## src/core/pwm_pkg.sv

```systemverilog
package pwm_pkg;

	// ****************************************
	// register map (word addresses)
	// ****************************************
	localparam logic [3:0] ADDR_HALF_PERIOD = 4'h0;
	localparam logic [3:0] ADDR_DEAD_TIME   = 4'h1;
	localparam logic [3:0] ADDR_MIN_PULSE   = 4'h2;
	localparam logic [3:0] ADDR_SYNC_WIDTH  = 4'h3;
	localparam logic [3:0] ADDR_DUTY_A      = 4'h4;
	localparam logic [3:0] ADDR_DUTY_B      = 4'h5;
	localparam logic [3:0] ADDR_DUTY_C      = 4'h6;
	localparam logic [3:0] ADDR_MODE_CTRL   = 4'h7;
	localparam logic [3:0] ADDR_SYS_STATUS  = 4'h8;

	// ****************************************
	// fields and reset values
	// ****************************************
	localparam int           MODE_DOUBLE_BIT  = 6;
	localparam int           STAT_HALF_BIT    = 3;
	localparam int           STAT_RUN_BIT     = 1;
	localparam int           DEAD_TIME_BITS   = 10;
	localparam int           SYNC_WIDTH_BITS  = 8;
	localparam logic [7:0]   SYNC_WIDTH_RST   = 8'h27;
	localparam logic [15:0]  HALF_PERIOD_RST  = 16'h0000;
	localparam logic [15:0]  DUTY_RST         = 16'h0000;

	// ****************************************
	// shared types
	// ****************************************
	typedef struct packed {
		logic [15:0] half_period_count;
		logic [9:0]  dead_time_count;
		logic [15:0] min_pulse_count;
		logic [7:0]  sync_width_count;
		logic [15:0] duty_phase_a;
		logic [15:0] duty_phase_b;
		logic [15:0] duty_phase_c;
	} pwm_cfg_t;

	typedef struct packed {
		logic high;
		logic low;
	} pwm_pair_t;

endpackage

```

## src/core/pwm_phase_leg.sv

```systemverilog
`timescale 1ns/1ps
`default_nettype none

// one complementary output pair for one phase, over both half periods
module pwm_phase_leg
	import pwm_pkg::*;
(
	input  wire logic        core_clk,
	input  wire logic        nrst,
	input  wire logic        run,
	input  wire logic        second_half,
	input  wire logic [15:0] count,
	input  wire logic [15:0] half_period,
	input  wire logic [15:0] duty,
	input  wire logic [9:0]  dead_time,
	input  wire logic [15:0] min_pulse,
	output pwm_pair_t        pair
);

	// saturating difference
	function automatic logic [16:0] sat_sub(input logic [16:0] a, input logic [16:0] b);
		sat_sub = (a > b) ? 17'(a - b) : 17'h00000;
	endfunction

	logic [16:0] hi_on;
	logic [16:0] lo_on;
	logic [16:0] hi_lo_edge;
	logic [16:0] hi_hi_edge;
	logic        hi_kill;
	logic        lo_kill;
	logic [16:0] pos;
	pwm_pair_t   pair_nxt;

	always_comb begin
		// on-time per half, clamped at zero and at the half period
		hi_on   = sat_sub({1'b0, duty}, {7'h00, dead_time});
		if (hi_on > {1'b0, half_period}) begin
			hi_on = {1'b0, half_period};
		end
		lo_on   = sat_sub(sat_sub({1'b0, half_period}, {1'b0, duty}), {7'h00, dead_time});
		hi_kill = hi_on < {1'b0, min_pulse};
		lo_kill = lo_on < {1'b0, min_pulse};
		// position measured from the period centre: first half counts down
		pos = second_half ? {1'b0, count} : sat_sub({1'b0, half_period}, {1'b0, count} + 17'h00001);
		// edges shifted by dead time both sides of the duty instant
		hi_hi_edge = hi_on;
		hi_lo_edge = sat_sub({1'b0, half_period}, lo_on);
		pair_nxt.high = run && !hi_kill && (pos < hi_hi_edge);
		pair_nxt.low  = run && (hi_kill || (!lo_kill && (pos >= hi_lo_edge)));
		if (run && lo_kill && !hi_kill) begin
			pair_nxt.high = 1'b1;
		end
	end

	always_ff @(posedge core_clk or negedge nrst) begin
		if (!nrst) begin
			pair <= '0;
		end else begin
			pair <= pair_nxt;
		end
	end

endmodule

`default_nettype wire

```

## src/core/pwm_timing_unit.sv

```systemverilog
// Our own choices: the address-and-strobe port and the address map.
`timescale 1ns/1ps
`default_nettype none

module pwm_timing_unit
	import pwm_pkg::*;
#(
	parameter int DUTY_BITS = 16
) (
	input  wire logic        core_clk,
	input  wire logic        nrst,
	input  wire logic [3:0]  reg_addr,
	input  wire logic [15:0] reg_wdata,
	input  wire logic        reg_wr,
	input  wire logic        reg_rd,
	output logic [15:0]      reg_rdata,
	output logic             phase_a_high_out,
	output logic             phase_a_low_out,
	output logic             phase_b_high_out,
	output logic             phase_b_low_out,
	output logic             phase_c_high_out,
	output logic             phase_c_low_out,
	output logic             period_sync_pulse
);

	// ****************************************
	// software registers
	// ****************************************
	pwm_cfg_t    shadow_r;
	pwm_cfg_t    shadow_nxt;
	logic        double_mode_r;
	logic        double_mode_nxt;
	logic [3:0]  written_r;
	logic [3:0]  written_nxt;
	logic [15:0] reg_rdata_nxt;

	// ****************************************
	// timing state
	// ****************************************
	typedef enum logic [3:0] {
		ST_IDLE  = 4'b0001,
		ST_START = 4'b0010,
		ST_FIRST = 4'b0100,
		ST_SECND = 4'b1000
	} tstate_t;

	tstate_t     state_r;
	tstate_t     state_nxt;
	pwm_cfg_t    active_r;
	pwm_cfg_t    active_nxt;
	logic [16:0] count_r;
	logic [16:0] count_nxt;
	logic [8:0]  sync_cnt_r;
	logic [8:0]  sync_cnt_nxt;
	logic        sync_nxt;
	logic        run;
	logic        second_half;
	logic        latch_now;
	logic        all_written;
	pwm_pair_t   pair_a;
	pwm_pair_t   pair_b;
	pwm_pair_t   pair_c;

	// ****************************************
	// register write/read
	// ****************************************
	always_comb begin
		shadow_nxt      = shadow_r;
		double_mode_nxt = double_mode_r;
		written_nxt     = written_r;
		reg_rdata_nxt   = 16'h0000;
		if (reg_wr) begin
			case (reg_addr)
				ADDR_HALF_PERIOD: begin
					shadow_nxt.half_period_count = reg_wdata;
					written_nxt[0]               = 1'b1;
				end
				ADDR_DEAD_TIME:  shadow_nxt.dead_time_count  = reg_wdata[DEAD_TIME_BITS-1:0];
				ADDR_MIN_PULSE:  shadow_nxt.min_pulse_count  = reg_wdata;
				ADDR_SYNC_WIDTH: shadow_nxt.sync_width_count = reg_wdata[SYNC_WIDTH_BITS-1:0];
				ADDR_DUTY_A: begin
					shadow_nxt.duty_phase_a = reg_wdata;
					written_nxt[1]          = 1'b1;
				end
				ADDR_DUTY_B: begin
					shadow_nxt.duty_phase_b = reg_wdata;
					written_nxt[2]          = 1'b1;
				end
				ADDR_DUTY_C: begin
					shadow_nxt.duty_phase_c = reg_wdata;
					written_nxt[3]          = 1'b1;
				end
				ADDR_MODE_CTRL: double_mode_nxt = reg_wdata[MODE_DOUBLE_BIT];
				default: ;
			endcase
		end
		if (reg_rd) begin
			case (reg_addr)
				ADDR_HALF_PERIOD: reg_rdata_nxt = shadow_r.half_period_count;
				ADDR_DEAD_TIME:   reg_rdata_nxt = {6'h00, shadow_r.dead_time_count};
				ADDR_MIN_PULSE:   reg_rdata_nxt = shadow_r.min_pulse_count;
				ADDR_SYNC_WIDTH:  reg_rdata_nxt = {8'h00, shadow_r.sync_width_count};
				ADDR_DUTY_A:      reg_rdata_nxt = shadow_r.duty_phase_a;
				ADDR_DUTY_B:      reg_rdata_nxt = shadow_r.duty_phase_b;
				ADDR_DUTY_C:      reg_rdata_nxt = shadow_r.duty_phase_c;
				ADDR_MODE_CTRL:   reg_rdata_nxt[MODE_DOUBLE_BIT] = double_mode_r;
				ADDR_SYS_STATUS: begin
					reg_rdata_nxt[STAT_HALF_BIT] = second_half;
					reg_rdata_nxt[STAT_RUN_BIT]  = run;
				end
				default: reg_rdata_nxt = 16'h0000;
			endcase
		end
	end

	always_ff @(posedge core_clk or negedge nrst) begin
		if (!nrst) begin
			shadow_r      <= '{half_period_count: HALF_PERIOD_RST, dead_time_count: '0,
				min_pulse_count: '0, sync_width_count: SYNC_WIDTH_RST,
				duty_phase_a: DUTY_RST, duty_phase_b: DUTY_RST, duty_phase_c: DUTY_RST};
			double_mode_r <= 1'b0;
			written_r     <= 4'h0;
			reg_rdata     <= 16'h0000;
		end else begin
			shadow_r      <= shadow_nxt;
			double_mode_r <= double_mode_nxt;
			written_r     <= written_nxt;
			reg_rdata     <= reg_rdata_nxt;
		end
	end

	// ****************************************
	// half-period timer and sync generation
	// ****************************************
	assign all_written = &written_r;
	assign run         = (state_r == ST_FIRST) || (state_r == ST_SECND);
	assign second_half = (state_r == ST_SECND);

	always_comb begin
		state_nxt    = state_r;
		active_nxt   = active_r;
		count_nxt    = count_r + 17'h00001;
		sync_cnt_nxt = (sync_cnt_r != 9'h000) ? 9'(sync_cnt_r - 9'h001) : 9'h000;
		latch_now    = 1'b0;
		case (state_r)
			ST_IDLE: begin
				count_nxt = 17'h00000;
				// timer starts at the first half-period write
				if (written_r[0] || (reg_wr && reg_addr == ADDR_HALF_PERIOD)) begin
					state_nxt  = ST_START;
					active_nxt = shadow_nxt;
				end
			end
			ST_START: begin
				// single: 1.5 half periods, double: one half period
				if (double_mode_r ? (count_r + 17'h00001 >= {1'b0, active_r.half_period_count})
					: (count_r + 17'h00001 >= 17'({1'b0, active_r.half_period_count}
					+ {2'b00, active_r.half_period_count[15:1]}))) begin
					if (all_written) begin
						state_nxt = ST_FIRST;
						latch_now = 1'b1;
					end else begin
						count_nxt = 17'h00000;
					end
				end
			end
			ST_FIRST: begin
				if (count_r + 17'h00001 >= {1'b0, active_r.half_period_count}) begin
					state_nxt = ST_SECND;
					latch_now = double_mode_r;
					count_nxt = 17'h00000;
				end
			end
			ST_SECND: begin
				if (count_r + 17'h00001 >= {1'b0, active_r.half_period_count}) begin
					state_nxt = ST_FIRST;
					latch_now = 1'b1;
					count_nxt = 17'h00000;
				end
			end
			default: state_nxt = ST_IDLE;
		endcase
		if (latch_now) begin
			active_nxt   = shadow_r;
			count_nxt    = 17'h00000;
			sync_cnt_nxt = {1'b0, shadow_r.sync_width_count} + 9'h001;
		end
		sync_nxt = (sync_cnt_nxt != 9'h000);
	end

	always_ff @(posedge core_clk or negedge nrst) begin
		if (!nrst) begin
			state_r           <= ST_IDLE;
			active_r          <= '0;
			count_r           <= 17'h00000;
			sync_cnt_r        <= 9'h000;
			period_sync_pulse <= 1'b0;
		end else begin
			state_r           <= state_nxt;
			active_r          <= active_nxt;
			count_r           <= count_nxt;
			sync_cnt_r        <= sync_cnt_nxt;
			period_sync_pulse <= sync_nxt;
		end
	end

	// ****************************************
	// phase legs
	// ****************************************
	pwm_phase_leg u_leg_a (
		.core_clk    (core_clk),
		.nrst        (nrst),
		.run         (run),
		.second_half (second_half),
		.count       (count_r[15:0]),
		.half_period (active_r.half_period_count),
		.duty        (active_r.duty_phase_a),
		.dead_time   (active_r.dead_time_count),
		.min_pulse   (active_r.min_pulse_count),
		.pair        (pair_a)
	);

	pwm_phase_leg u_leg_b (
		.core_clk    (core_clk),
		.nrst        (nrst),
		.run         (run),
		.second_half (second_half),
		.count       (count_r[15:0]),
		.half_period (active_r.half_period_count),
		.duty        (active_r.duty_phase_b),
		.dead_time   (active_r.dead_time_count),
		.min_pulse   (active_r.min_pulse_count),
		.pair        (pair_b)
	);

	pwm_phase_leg u_leg_c (
		.core_clk    (core_clk),
		.nrst        (nrst),
		.run         (run),
		.second_half (second_half),
		.count       (count_r[15:0]),
		.half_period (active_r.half_period_count),
		.duty        (active_r.duty_phase_c),
		.dead_time   (active_r.dead_time_count),
		.min_pulse   (active_r.min_pulse_count),
		.pair        (pair_c)
	);

	assign phase_a_high_out = pair_a.high;
	assign phase_a_low_out  = pair_a.low;
	assign phase_b_high_out = pair_b.high;
	assign phase_b_low_out  = pair_b.low;
	assign phase_c_high_out = pair_c.high;
	assign phase_c_low_out  = pair_c.low;

endmodule

`default_nettype wire

```

## config.mk

```make
export PLATFORM = sky130hd
export DESIGN_NAME = pwm_timing_unit
export DESIGN_NICKNAME = d
export VERILOG_FILES = /design/src/core/pwm_pkg.sv /design/src/core/pwm_phase_leg.sv /design/src/core/pwm_timing_unit.sv
export SDC_FILE = /design/constraint.sdc
export NUM_CORES = 1
export LEC_CHECK = 0
export BUFFER_PORTS_ARGS = -buffer_cell sky130_fd_sc_hd__buf_2
export CAP_MARGIN = 25
export CORE_MARGIN = 5
export CORE_UTILIZATION = 41
export CTS_BUF_LIST = sky130_fd_sc_hd__clkbuf_16
export CTS_CLUSTER_DIAMETER = 150
export CTS_CLUSTER_SIZE = 40
export DETAILED_ROUTE_END_ITERATION = 8
export GPL_TIMING_DRIVEN = 1
export PLACE_DENSITY = 0.61
export SETUP_SLACK_MARGIN = 0.05
export SLEW_MARGIN = 20
export SYNTH_ARGS = -nofsm -noshare
export SYNTH_HDL_FRONTEND = slang
export SYNTH_HIERARCHICAL = 1
export SYNTH_SLANG_ARGS = --single-unit
```

## constraint.sdc

```tcl
create_clock -name core_clk -period 9.7 [get_ports core_clk]
set_input_delay 0.485 -clock core_clk [delete_from_list [all_inputs] [get_ports core_clk]]
set_output_delay 0.485 -clock core_clk [all_outputs]
set_load 0.01 [all_outputs]
```

# == Word-level counts from Yosys, hierarchy flattened ==
# Cells that the tools add are included.
# totals
regBits,246
inputBits,24
output_inout_bits,23
word_cells,196
# op_classes
n_addsub,18
n_lt_le_gt_ge,30
n_eq_ne,17
mux,58
n_reduce_logical,44
# op_table
op,count
98-bit 2-to-1 mux,4
17-bit 2-to-1 mux,21
17-bit by 16-bit < comparator with 1-bit output,6
16-bit 2-to-1 mux,6
17-bit >= comparator,4
16-bit by 17-bit > comparator with 1-bit output,4
16-bit by 17-bit subtractor with 17-bit output,4
9-bit one-hot mux with 7 select lines,1
17-bit by 10-bit > comparator with 1-bit output,3
17-bit by 16-bit > comparator with 1-bit output,3
17-bit < comparator,3
17-bit one-hot mux with 3 select lines,1
16-bit by 10-bit subtractor with 17-bit output,3
16-bit by 16-bit subtractor with 17-bit output,3
17-bit by 10-bit subtractor with 17-bit output,3
16-bit by 10-bit > comparator with 1-bit output,3
16-bit > comparator,3
1-bit one-hot mux with 8 select lines,3
"4-bit by 3-bit equality test with 1-bit output, second input constant",5
4-bit 2-to-1 mux,5
1-bit logical AND,19
9-bit 2-to-1 mux,2
9-bit nonzero test,2
"16-bit by 1-bit adder with 17-bit output, second input constant",1
other kinds (25),55

# == Longest topological paths before layout ==
# Gate-level depths: netlist of run 1.
# logic_depth
ltp_word,10
mapped_depth,40
ltp_nobuf,38

# == Hierarchy ==
# The synthesis of run 1 kept the hierarchy.
# by_module_without_submodules
module,n_inst,cells_each,area_each_um2
pwm_timing_unit,1,1086,12757.2
pwm_phase_leg (u_leg_c),1,956,6658.9
pwm_phase_leg (u_leg_a),1,943,6526.3
pwm_phase_leg (u_leg_b),1,930,6498.7

# == Worst setup path before layout of run 1 ==
# OpenSTA, ideal clock, no wires.
# synth_timing
kind,register to register
start,reg active_r[83] in the netlist's numbering
end,reg u_leg_c/pair[0] in the netlist's numbering
arrival_time_ns,8.164
path_slack_ns,1.407
stages_incl_launch_ff,39
path_buffers,4
period_less_slack_ns,8.293
path_cell_list,dfrtp_1 -> ha_1 -> nor2b_1 -> o31a_1 -> a21bo_2 -> o31a_1 -> o211ai_2 -> buf_2 -> buf_2 -> nor2_1 -> ha_1 -> o21ai_0 -> a21boi_0 -> o31a_1 -> o41a_1 -> o311ai_2 -> o211ai_4 -> buf_2 -> (+3 left out) -> o31ai_1 -> a31oi_1 -> a221oi_1 -> a21oi_1 -> a41o_1 -> nor2_1 -> clkbuf_1 -> nand4b_1 -> ha_1 -> nor2b_1 -> o21ai_0 -> nand2b_1 -> a21oi_1 -> o21ai_0 -> a21o_1 -> a211o_1 -> a21oi_1 -> o41ai_2
# synth_rtl
item,line_no,source
"start, declared",pwm_timing_unit.sv:49,pwm_cfg_t active_r;
"start signal, assigned",pwm_timing_unit.sv:200,active_r <= active_nxt;
"end signal, assigned",pwm_phase_leg.sv:59,pair <= pair_nxt;
"end, declared",pwm_phase_leg.sv:17,output pwm_pair_t pair

==> results of run 1 <==
## stage by stage
stage	instance area, µm²	hold slack (ns)	setup slack [ns]	util [%]
after floorplan	32440	0.1894	1.407	-
after global placement	33990	0.4575	0.8154	43.17
after detailed placement	34020	0.4594	0.7542	43.21
after CTS	34510	0.1923	0.6672	43.83
after global routing	34580	0.2429	0.1995	43.91
final	34580	0.2004	0.7312	43.91
## logic make-up after synthesis
| logic type | share of synthesized area [%] |
|---|---|
| simple gates | 17.64 |
| compound gates | 26.23 |
| fa+ha+maj | 20.12 |
| buf+inv | 5.793 |
| flops | 18.99 |
| xor+xnor | 6.472 |
| mux | 4.721 |
| other cells | 0.03471 |
## critical path, delay by kind of cell, from the launching register on
kind,cells,cell delay [ns]
AO/OA/AOI/OAI,23,5.15
AND/OR/NAND/NOR,8,1.16
adder cells (fa/ha/maj),4,1.18
flip-flops,1,0.68
buffers and inverters,2,0.61
## worst paths after layout
path	from	depth (start not counted)	slack (ns)	endpoint
worst max-delay path	active_r[84]$_DFFE_PN0P_	37	0.73	u_leg_c/pair[0]$_DFF_PN0_
worst min-delay path	reg_rd	3	0.20	reg_rdata[6]$_DFF_PN0_
worst max register to register	active_r[84]$_DFFE_PN0P_	37	0.73	u_leg_c/pair[0]$_DFF_PN0_
worst min register to register	shadow_r[41]$_DFF_PN0_	1	0.48	active_r[41]$_DFFE_PN0P_
max in group asynchronous	nrst	5	6.98	count_r[6]$_DFF_PN0_
min in group asynchronous	nrst	2	0.56	reg_rdata[2]$_DFF_PN0_
## routing by layer
| layer | part of all wire (%) | global-route usage (%) |
|---|---|---|
| met1 | 44 | 37.81 |
| met2 | 44 | 43.01 |
| met3 | 7.8 | 3.807 |
| met4 | 4.8 | 10.46 |
| met5 | 0.011 | 0 |
## synth_stat cells, types with 23 or more instances
cell type / n / area, µm²
sky130_fd_sc_hd__a2111oi_0: 28 / 245.2
sky130_fd_sc_hd__ha_1: 496 / 6206
sky130_fd_sc_hd__nor2_1: 273 / 1025
sky130_fd_sc_hd__a221o_1: 91 / 910.9
sky130_fd_sc_hd__and2_1: 31 / 193.9
sky130_fd_sc_hd__xor2_1: 98 / 858.3
sky130_fd_sc_hd__inv_1: 342 / 1284
sky130_fd_sc_hd__o211ai_1: 26 / 195.2
sky130_fd_sc_hd__a21oi_1: 231 / 1156
sky130_fd_sc_hd__nand2b_1: 50 / 312.8
sky130_fd_sc_hd__nor3_1: 80 / 400.4
sky130_fd_sc_hd__o21a_1: 62 / 465.5
sky130_fd_sc_hd__nand4_1: 87 / 544.3
sky130_fd_sc_hd__mux2_2: 72 / 810.8
sky130_fd_sc_hd__dfrtp_1: 241 / 6031
sky130_fd_sc_hd__nor2b_1: 55 / 344.1
sky130_fd_sc_hd__mux2_1: 46 / 518.0
sky130_fd_sc_hd__o21bai_1: 23 / 172.7
sky130_fd_sc_hd__nand2_1: 314 / 1179
sky130_fd_sc_hd__clkbuf_1: 71 / 266.5
sky130_fd_sc_hd__o2111a_1: 77 / 867.1
sky130_fd_sc_hd__a21o_1: 112 / 840.8
sky130_fd_sc_hd__o31ai_1: 29 / 217.7
sky130_fd_sc_hd__and3_1: 32 / 200.2
sky130_fd_sc_hd__a22oi_1: 31 / 232.7
sky130_fd_sc_hd__buf_2: 32 / 160.2
sky130_fd_sc_hd__a211oi_1: 42 / 315.3
sky130_fd_sc_hd__nand3_1: 109 / 545.5
sky130_fd_sc_hd__o21ai_0: 196 / 980.9
sky130_fd_sc_hd__a31oi_1: 29 / 181.4
sky130_fd_sc_hd__xnor2_1: 138 / 1209
## timing repair
item,in CTS,in global routing
hold endpoints to repair,4,0
hold buffers,1,0
gates resized for setup,0,3
endpoints found under the setup margin,0,1
## registers in the layout, summed over array words and instances, names as in the netlist, named ones only
| signal | flops |
|---|---|
| double_mode_r | 1 |
| u_leg_c/pair | 2 |
| u_leg_a/pair | 2 |
| state_r | 4 |
| shadow_r | 90 |
| sync_cnt_r | 9 |
| written_r | 4 |
| u_leg_b/pair | 2 |
| reg_rdata | 16 |
| count_r | 17 |
| active_r | 90 |
| period_sync_pulse | 1 |
## final cells by class
cell class / count / share of cell area [%]
Tap cell: 1050 / 3.799
Sequential cell: 246 / 17.82
Inverter: 343 / 3.723
Clock buffer: 13 / 0.9408
Multi-Input combinational cell: 3200 / 70.84
Clock inverter: 9 / 0.4342
Antenna cell: 1 / 0.007237
Timing Repair Buffer: 122 / 2.435
==> results.md, run 1 <==
Clock tree:
- The number of H-tree levels is 1.
- The count of buffers added by post-CTS timing repair for setup is 0.
- The root buffer selected by CTS is sky130_fd_sc_hd__clkbuf_16.
- The clock passes through at most 3 buffers.
- Clock tree synthesis inserted a total of 13 buffers.
- The clock network latency to the later pin of the worst-skew pair is 0.58 ns.
- The TritonCTS clock tree is yes.
- The number of clock sinks is 246.
- The post-CTS clock slew at the launch and capture registers of the worst setup and hold paths is 0.14 ns.

Setup path:
- The worst setup path is launched from a register.
- The slowest stage of the critical path belongs to the cell sky130_fd_sc_hd__dfrtp_1.
- The type of the worst setup path is reg2reg.
- At the worst endpoint, the arrival time is 9.36 ns.
- In this run the worst path has a maximum fanout of 19.
- The delay of the slowest cell on the worst path is 0.68 ns.
- The most numerous cell type found on the critical path is sky130_fd_sc_hd__ha_1.
- Data on the critical path is required at its endpoint by 10.09 ns.
- The type of destination of the critical path is a register.

GRT:
- Entering global routing, the biggest net connects 111 pins.
- Global routing used 27.22% of the available tracks across all layers.
- The global-route wire length before repair is 182.4 mm.
- The via count of the first global-routing pass is 29020.
- After global routing the overflow that remains totals 0.
- The initial antenna violation count was 5.

Cells and area:
- The commonest non-fill, non-tap cell in the layout is sky130_fd_sc_hd__ha_1.
- The layout net count is 4462.
- Leaving out filler cells and counting taps, the final layout contains 4984.
- The growth of design area from synthesis to finish is 6.588%.
- In the final layout, the multi-input gates occupy 24490 µm².
- The share of layout cells above drive strength 1 is 7.882%.
- The library cells used most frequently in the layout, excluding fill and tap cells, are sky130_fd_sc_hd__ha_1, sky130_fd_sc_hd__inv_1, sky130_fd_sc_hd__nand2_1.
- Summing all flip-flop and latch instances after layout gives 6163 µm².
- The fill cell total of the finished layout is 7795.

Status:
- The flow ran to the end, and the final reports show no timing, DRC or antenna violations.

Synthesis:
- For this run, the number of Yosys warnings is 6.
- The share of synthesized flip-flops with an asynchronous set or reset is 100.0%.
- The net count after synthesis is 4451.
- The sequential cell area fraction in the yosys report is 18.99%.
- The post-synthesis area per instance is 8.286 µm².
- The number of enable flip-flop cells after synthesis is 0.
- The number of register bits inferred by synthesis is 246.
- The number of standard cells after synthesis is 3915.
- The cell area that synthesis handed to floorplanning was 32440 µm².
- In the synthesized netlist the dominant register cell turns out to be sky130_fd_sc_hd__dfrtp_1.
- The count of cell types in the netlist is 115.

Worst hold path:
- The tightest min-delay check is of the in2reg type.

Job:
- Across the run, the number of max-cap violations was 0.

STA:
- For the finished layout, the period the worst path requires is 8.969 ns.
- The count of final max-slew check failures came to 0.
- The accumulated negative setup slack is 0 ns.
- In this run the tightest slew margin relative to its limit is 24.84%.
- At the pin with the least slew margin, the transition time is 1.099 ns.
- The setup skew after layout is 0.08559 ns.
- The maximum operating frequency is 111.5 MHz.
- The final hold violation count is 0.
- The final worst-path cycle share is 92.46%.
- The number of endpoints failing setup at the final stage is 0.
- Setup repair after global routing left no endpoint under its margin.

Floorplanning:
- The die is 291.3 µm tall.
- The die covers 84850 µm².
- The die extent in x is 291.3 µm.
- 47 I/O pins were placed.
- The initial standard-cell utilization of the core is 41.20%.
- The floorplan has 103 rows.
- The core region is 78740 µm².

Drt:
- The number of nets with antenna violations after routing is 0.
- The per-cell routed wire length is 24.56 µm.
- The initial DRC count is 3264.
- The first detailed-routing pass ran for 6 iterations.
- The detailed router placed 31220 vias in this run.
- The total wirelength of the detailed-routed design is 122.4 mm.
- The number of remaining DRC errors is 0.
- The vias per cell is 6.264.

Place:
- Input and output buffers added on the ports amount to 46.
- The final weighted congestion of routability-driven global placement is 0.9795.
- The half-perimeter wire length after detailed placement is 94.47 mm.
- After detailed placement, the design holds a cell count of 4958.
Power of run 1 is left out: the tool's default activity adds up to more than one toggle a clock period on the data nets, which glitch-free logic cannot reach.
==> inputs of run 2 (changes only) <==
--- a/config.mk
+++ b/config.mk
@@ -9,7 +9,7 @@
 export CAP_MARGIN = 25
 export CORE_MARGIN = 5
 export CORE_UTILIZATION = 41
-export CTS_BUF_LIST = sky130_fd_sc_hd__clkbuf_16
+export CTS_BUF_LIST = sky130_fd_sc_hd__clkbuf_8
 export CTS_CLUSTER_DIAMETER = 150
 export CTS_CLUSTER_SIZE = 40
 export DETAILED_ROUTE_END_ITERATION = 8
==> run 2 against run 1 <==
Against the previous run:
- register-to-register slack worse by 0.05 ns
- clock skew is 0.030 ns higher
- die area is the same
- global-route usage about the same
- cell area decreased by 0.43%
- first-iteration DRC count rose by 3.4%
- critical endpoint unchanged
- critical path depth unchanged
- count of clock-buffer cells in the layout unchanged
- core utilization fell by 0.19 points
- highest routed layer is now met4
- maximum frequency down 0.53%
- final cell count barely moved
- sequential share of layout area rose by 0.078 points
==> results.md, run 2 (synthesis results as in run 1) <==
STA:
- For the pin with the worst max-slew slack, the measured transition is 1.209 ns.
- The tightest hold path in the finished design has a slack of 0.09237 ns.
- The count of final max-slew check failures is 0.
- The worst path needs 9.017 ns of the cycle, external delays included.
- The setup skew after layout is 0.1151 ns.
- The number of endpoints failing setup at the final stage is 0.
- Setup repair after global routing left no endpoint under its margin.
- After layout, the worst path uses 92.96% of the clock period.
- The relative slew slack is 19.23%.
- In the final timing run, aggregate negative setup slack is 0 ns.
- The final hold violation count is 0.
- For this run, the top clock speed supported by timing is 110.9 MHz.

Clock tree:
- The number of clock buffers inserted by TritonCTS is 13.
- Clock tree synthesis found a total of 246 sinks.
- The number of buffers on the longest clock path is 3.
- The post-CTS clock slew at the launch and capture registers of the worst setup and hold paths is 0.22 ns.
- TritonCTS built the clock tree.
- In this run the clock root is driven by a sky130_fd_sc_hd__clkbuf_8.
- Clock latency on the worst-skew pair, taken at its later pin, is 0.68 ns.
- In this run the number of H-tree levels came out at 1.
- After clock tree synthesis, the setup repair step added 0 buffers.

Cells and area:
- The share of layout cells above drive strength 1 is 7.882%.
- The largest registers in the layout are active_r (90), shadow_r (90), count_r (17).
- The growth of design area from synthesis to finish is 6.125%.
- The final layout contains 4462 nets.
- The number of antenna repair diodes is 0.
- The commonest non-fill, non-tap cell in the layout is sky130_fd_sc_hd__ha_1.
- The library cells used most frequently in the layout, excluding fill and tap cells, are sky130_fd_sc_hd__ha_1, sky130_fd_sc_hd__inv_1, sky130_fd_sc_hd__nand2_1.

Floorplanning:
- The y dimension of the die is 291.3 µm.
- The core region is 78740 µm².
- The count of standard-cell rows is 103.
- The full die area is 84850 µm².
- The die extent in x is 291.3 µm.
- 47 I/O pins were placed.
- The initial standard-cell utilization of the core is 41.20%.

Drt:
- The vias per cell is 6.264.
- The number of remaining DRC errors is 0.
- The length of routed wiring on met1 is 53.67 mm.
- The number of nets with antenna violations after routing is 0.
- The per-cell routed wire length is 24.54 µm.
- The detailed router finished its first iteration with 3374 violations.
- The detailed router placed 31210 vias in this run.
- The first detailed-routing pass ran for 6 iterations.
- The total wirelength of the detailed-routed design is 122.3 mm.
- The highest layer used for signal routing is met4.
- The met2 layer wire length in the routed design is 53.72 mm.
- The routed design uses 9.260 mm of met3 wire.

Setup path:
- The type of destination of the critical path is a register.
- The critical-path maximum fanout is 19.
- The worst setup path is launched from a register.
- For the worst setup path, the data arrival time is 9.50 ns.
- Counting stages on the worst path, the most repeated cell is sky130_fd_sc_hd__ha_1.
- The largest individual stage delay along the critical path comes from the cell sky130_fd_sc_hd__dfrtp_1.
- In this design, the stage delay of the slowest critical-path cell is 0.70 ns.
- The worst path required time is 10.18 ns.
- The critical path in this run is classified as reg2reg.

Place:
- The number of port buffers is 46.
- Routability-driven placement finished with a final weighted congestion of 0.9795.
- The half-perimeter wire length after detailed placement is 94.47 mm.

GRT:
- The global-route wire length before repair is 182.3 mm.
- Entering global routing, the biggest net connects 111 pins.
- After global routing the overflow that remains totals 0.
- For this run, the total global-route usage over all layers was measured as 27.22%.
- The via count of the first global-routing pass is 28910.
- The initial antenna violation count is 4.

Job:
- The number of max-cap violations is 0.

Worst hold path:
- The type of the tightest min-delay check is in2reg.

Status:
- The flow ran to the end, and the final reports show no timing, DRC or antenna violations.
-- run 2: final timing paths --
path                                           from                        end  slack [ns]  cells past startpoint
min                                          reg_rd     reg_rdata[6]$_DFF_PN0_        0.09                      3
max                        active_r[84]$_DFFE_PN0P_  u_leg_c/pair[0]$_DFF_PN0_        0.68                     37
max reg2reg                active_r[84]$_DFFE_PN0P_  u_leg_c/pair[0]$_DFF_PN0_        0.68                     37
min reg2reg                  shadow_r[41]$_DFF_PN0_   active_r[41]$_DFFE_PN0P_        0.48                      1
max in group asynchronous                      nrst       count_r[6]$_DFF_PN0_        7.13                      5
min in group asynchronous                      nrst    sync_cnt_r[2]$_DFF_PN0_        0.45                      2
-- run 2: area by class of cell --
cell class	instances	area (µm²)
fill	7817	44310
multi-input combinational	3200	24490
inverter	343	1287
clock inverter	9	148.9
sequential	246	6163
timing repair buffer	122	842.1
clock buffer	13	178.9
tap	1050	1314
-- run 2: worst max-delay path, delay by kind of cell (launching register included) --
kind / cells / cell delay [ns]
compound gates: 23 / 5.17
fa+ha+maj: 4 / 1.18
simple gates: 8 / 1.16
flops: 1 / 0.70
buf+inv: 2 / 0.61
-- run 2: layer usage --
metal  GRT usage (%)  up-vias
li1                -    14590
met1           38.04    15090
met2           42.93     1343
met3           3.563      197
met4           10.40        0
met5               0        -
-- run 2: repair_timing --
| action | CTS | global route |
|---|---|---|
| endpoints found under the hold margin | 105 | 0 |
| hold buffers | 1 | 0 |
| gates resized for setup | 0 | 3 |
| setup endpoints to repair | 0 | 1 |
-- run 2: stage by stage --
| step | util [%] | cell area [µm²] | setup slack (ns) | instances |
|---|---|---|---|---|
| 2_1_floorplan | - | 32440 | 1.407 | 3915 |
| 3_3_place_gp | 43.17 | 33990 | 0.8154 | 4954 |
| 3_5_place_dp | 43.21 | 34020 | 0.7542 | 4958 |
| 4_1_cts | 43.64 | 34360 | 0.6097 | 4981 |
| 5_1_grt | 43.72 | 34430 | 0.1446 | 4983 |
| 6_report | 43.72 | 34430 | 0.6831 | 4983 |
Power of run 2 is left out for the same reason.
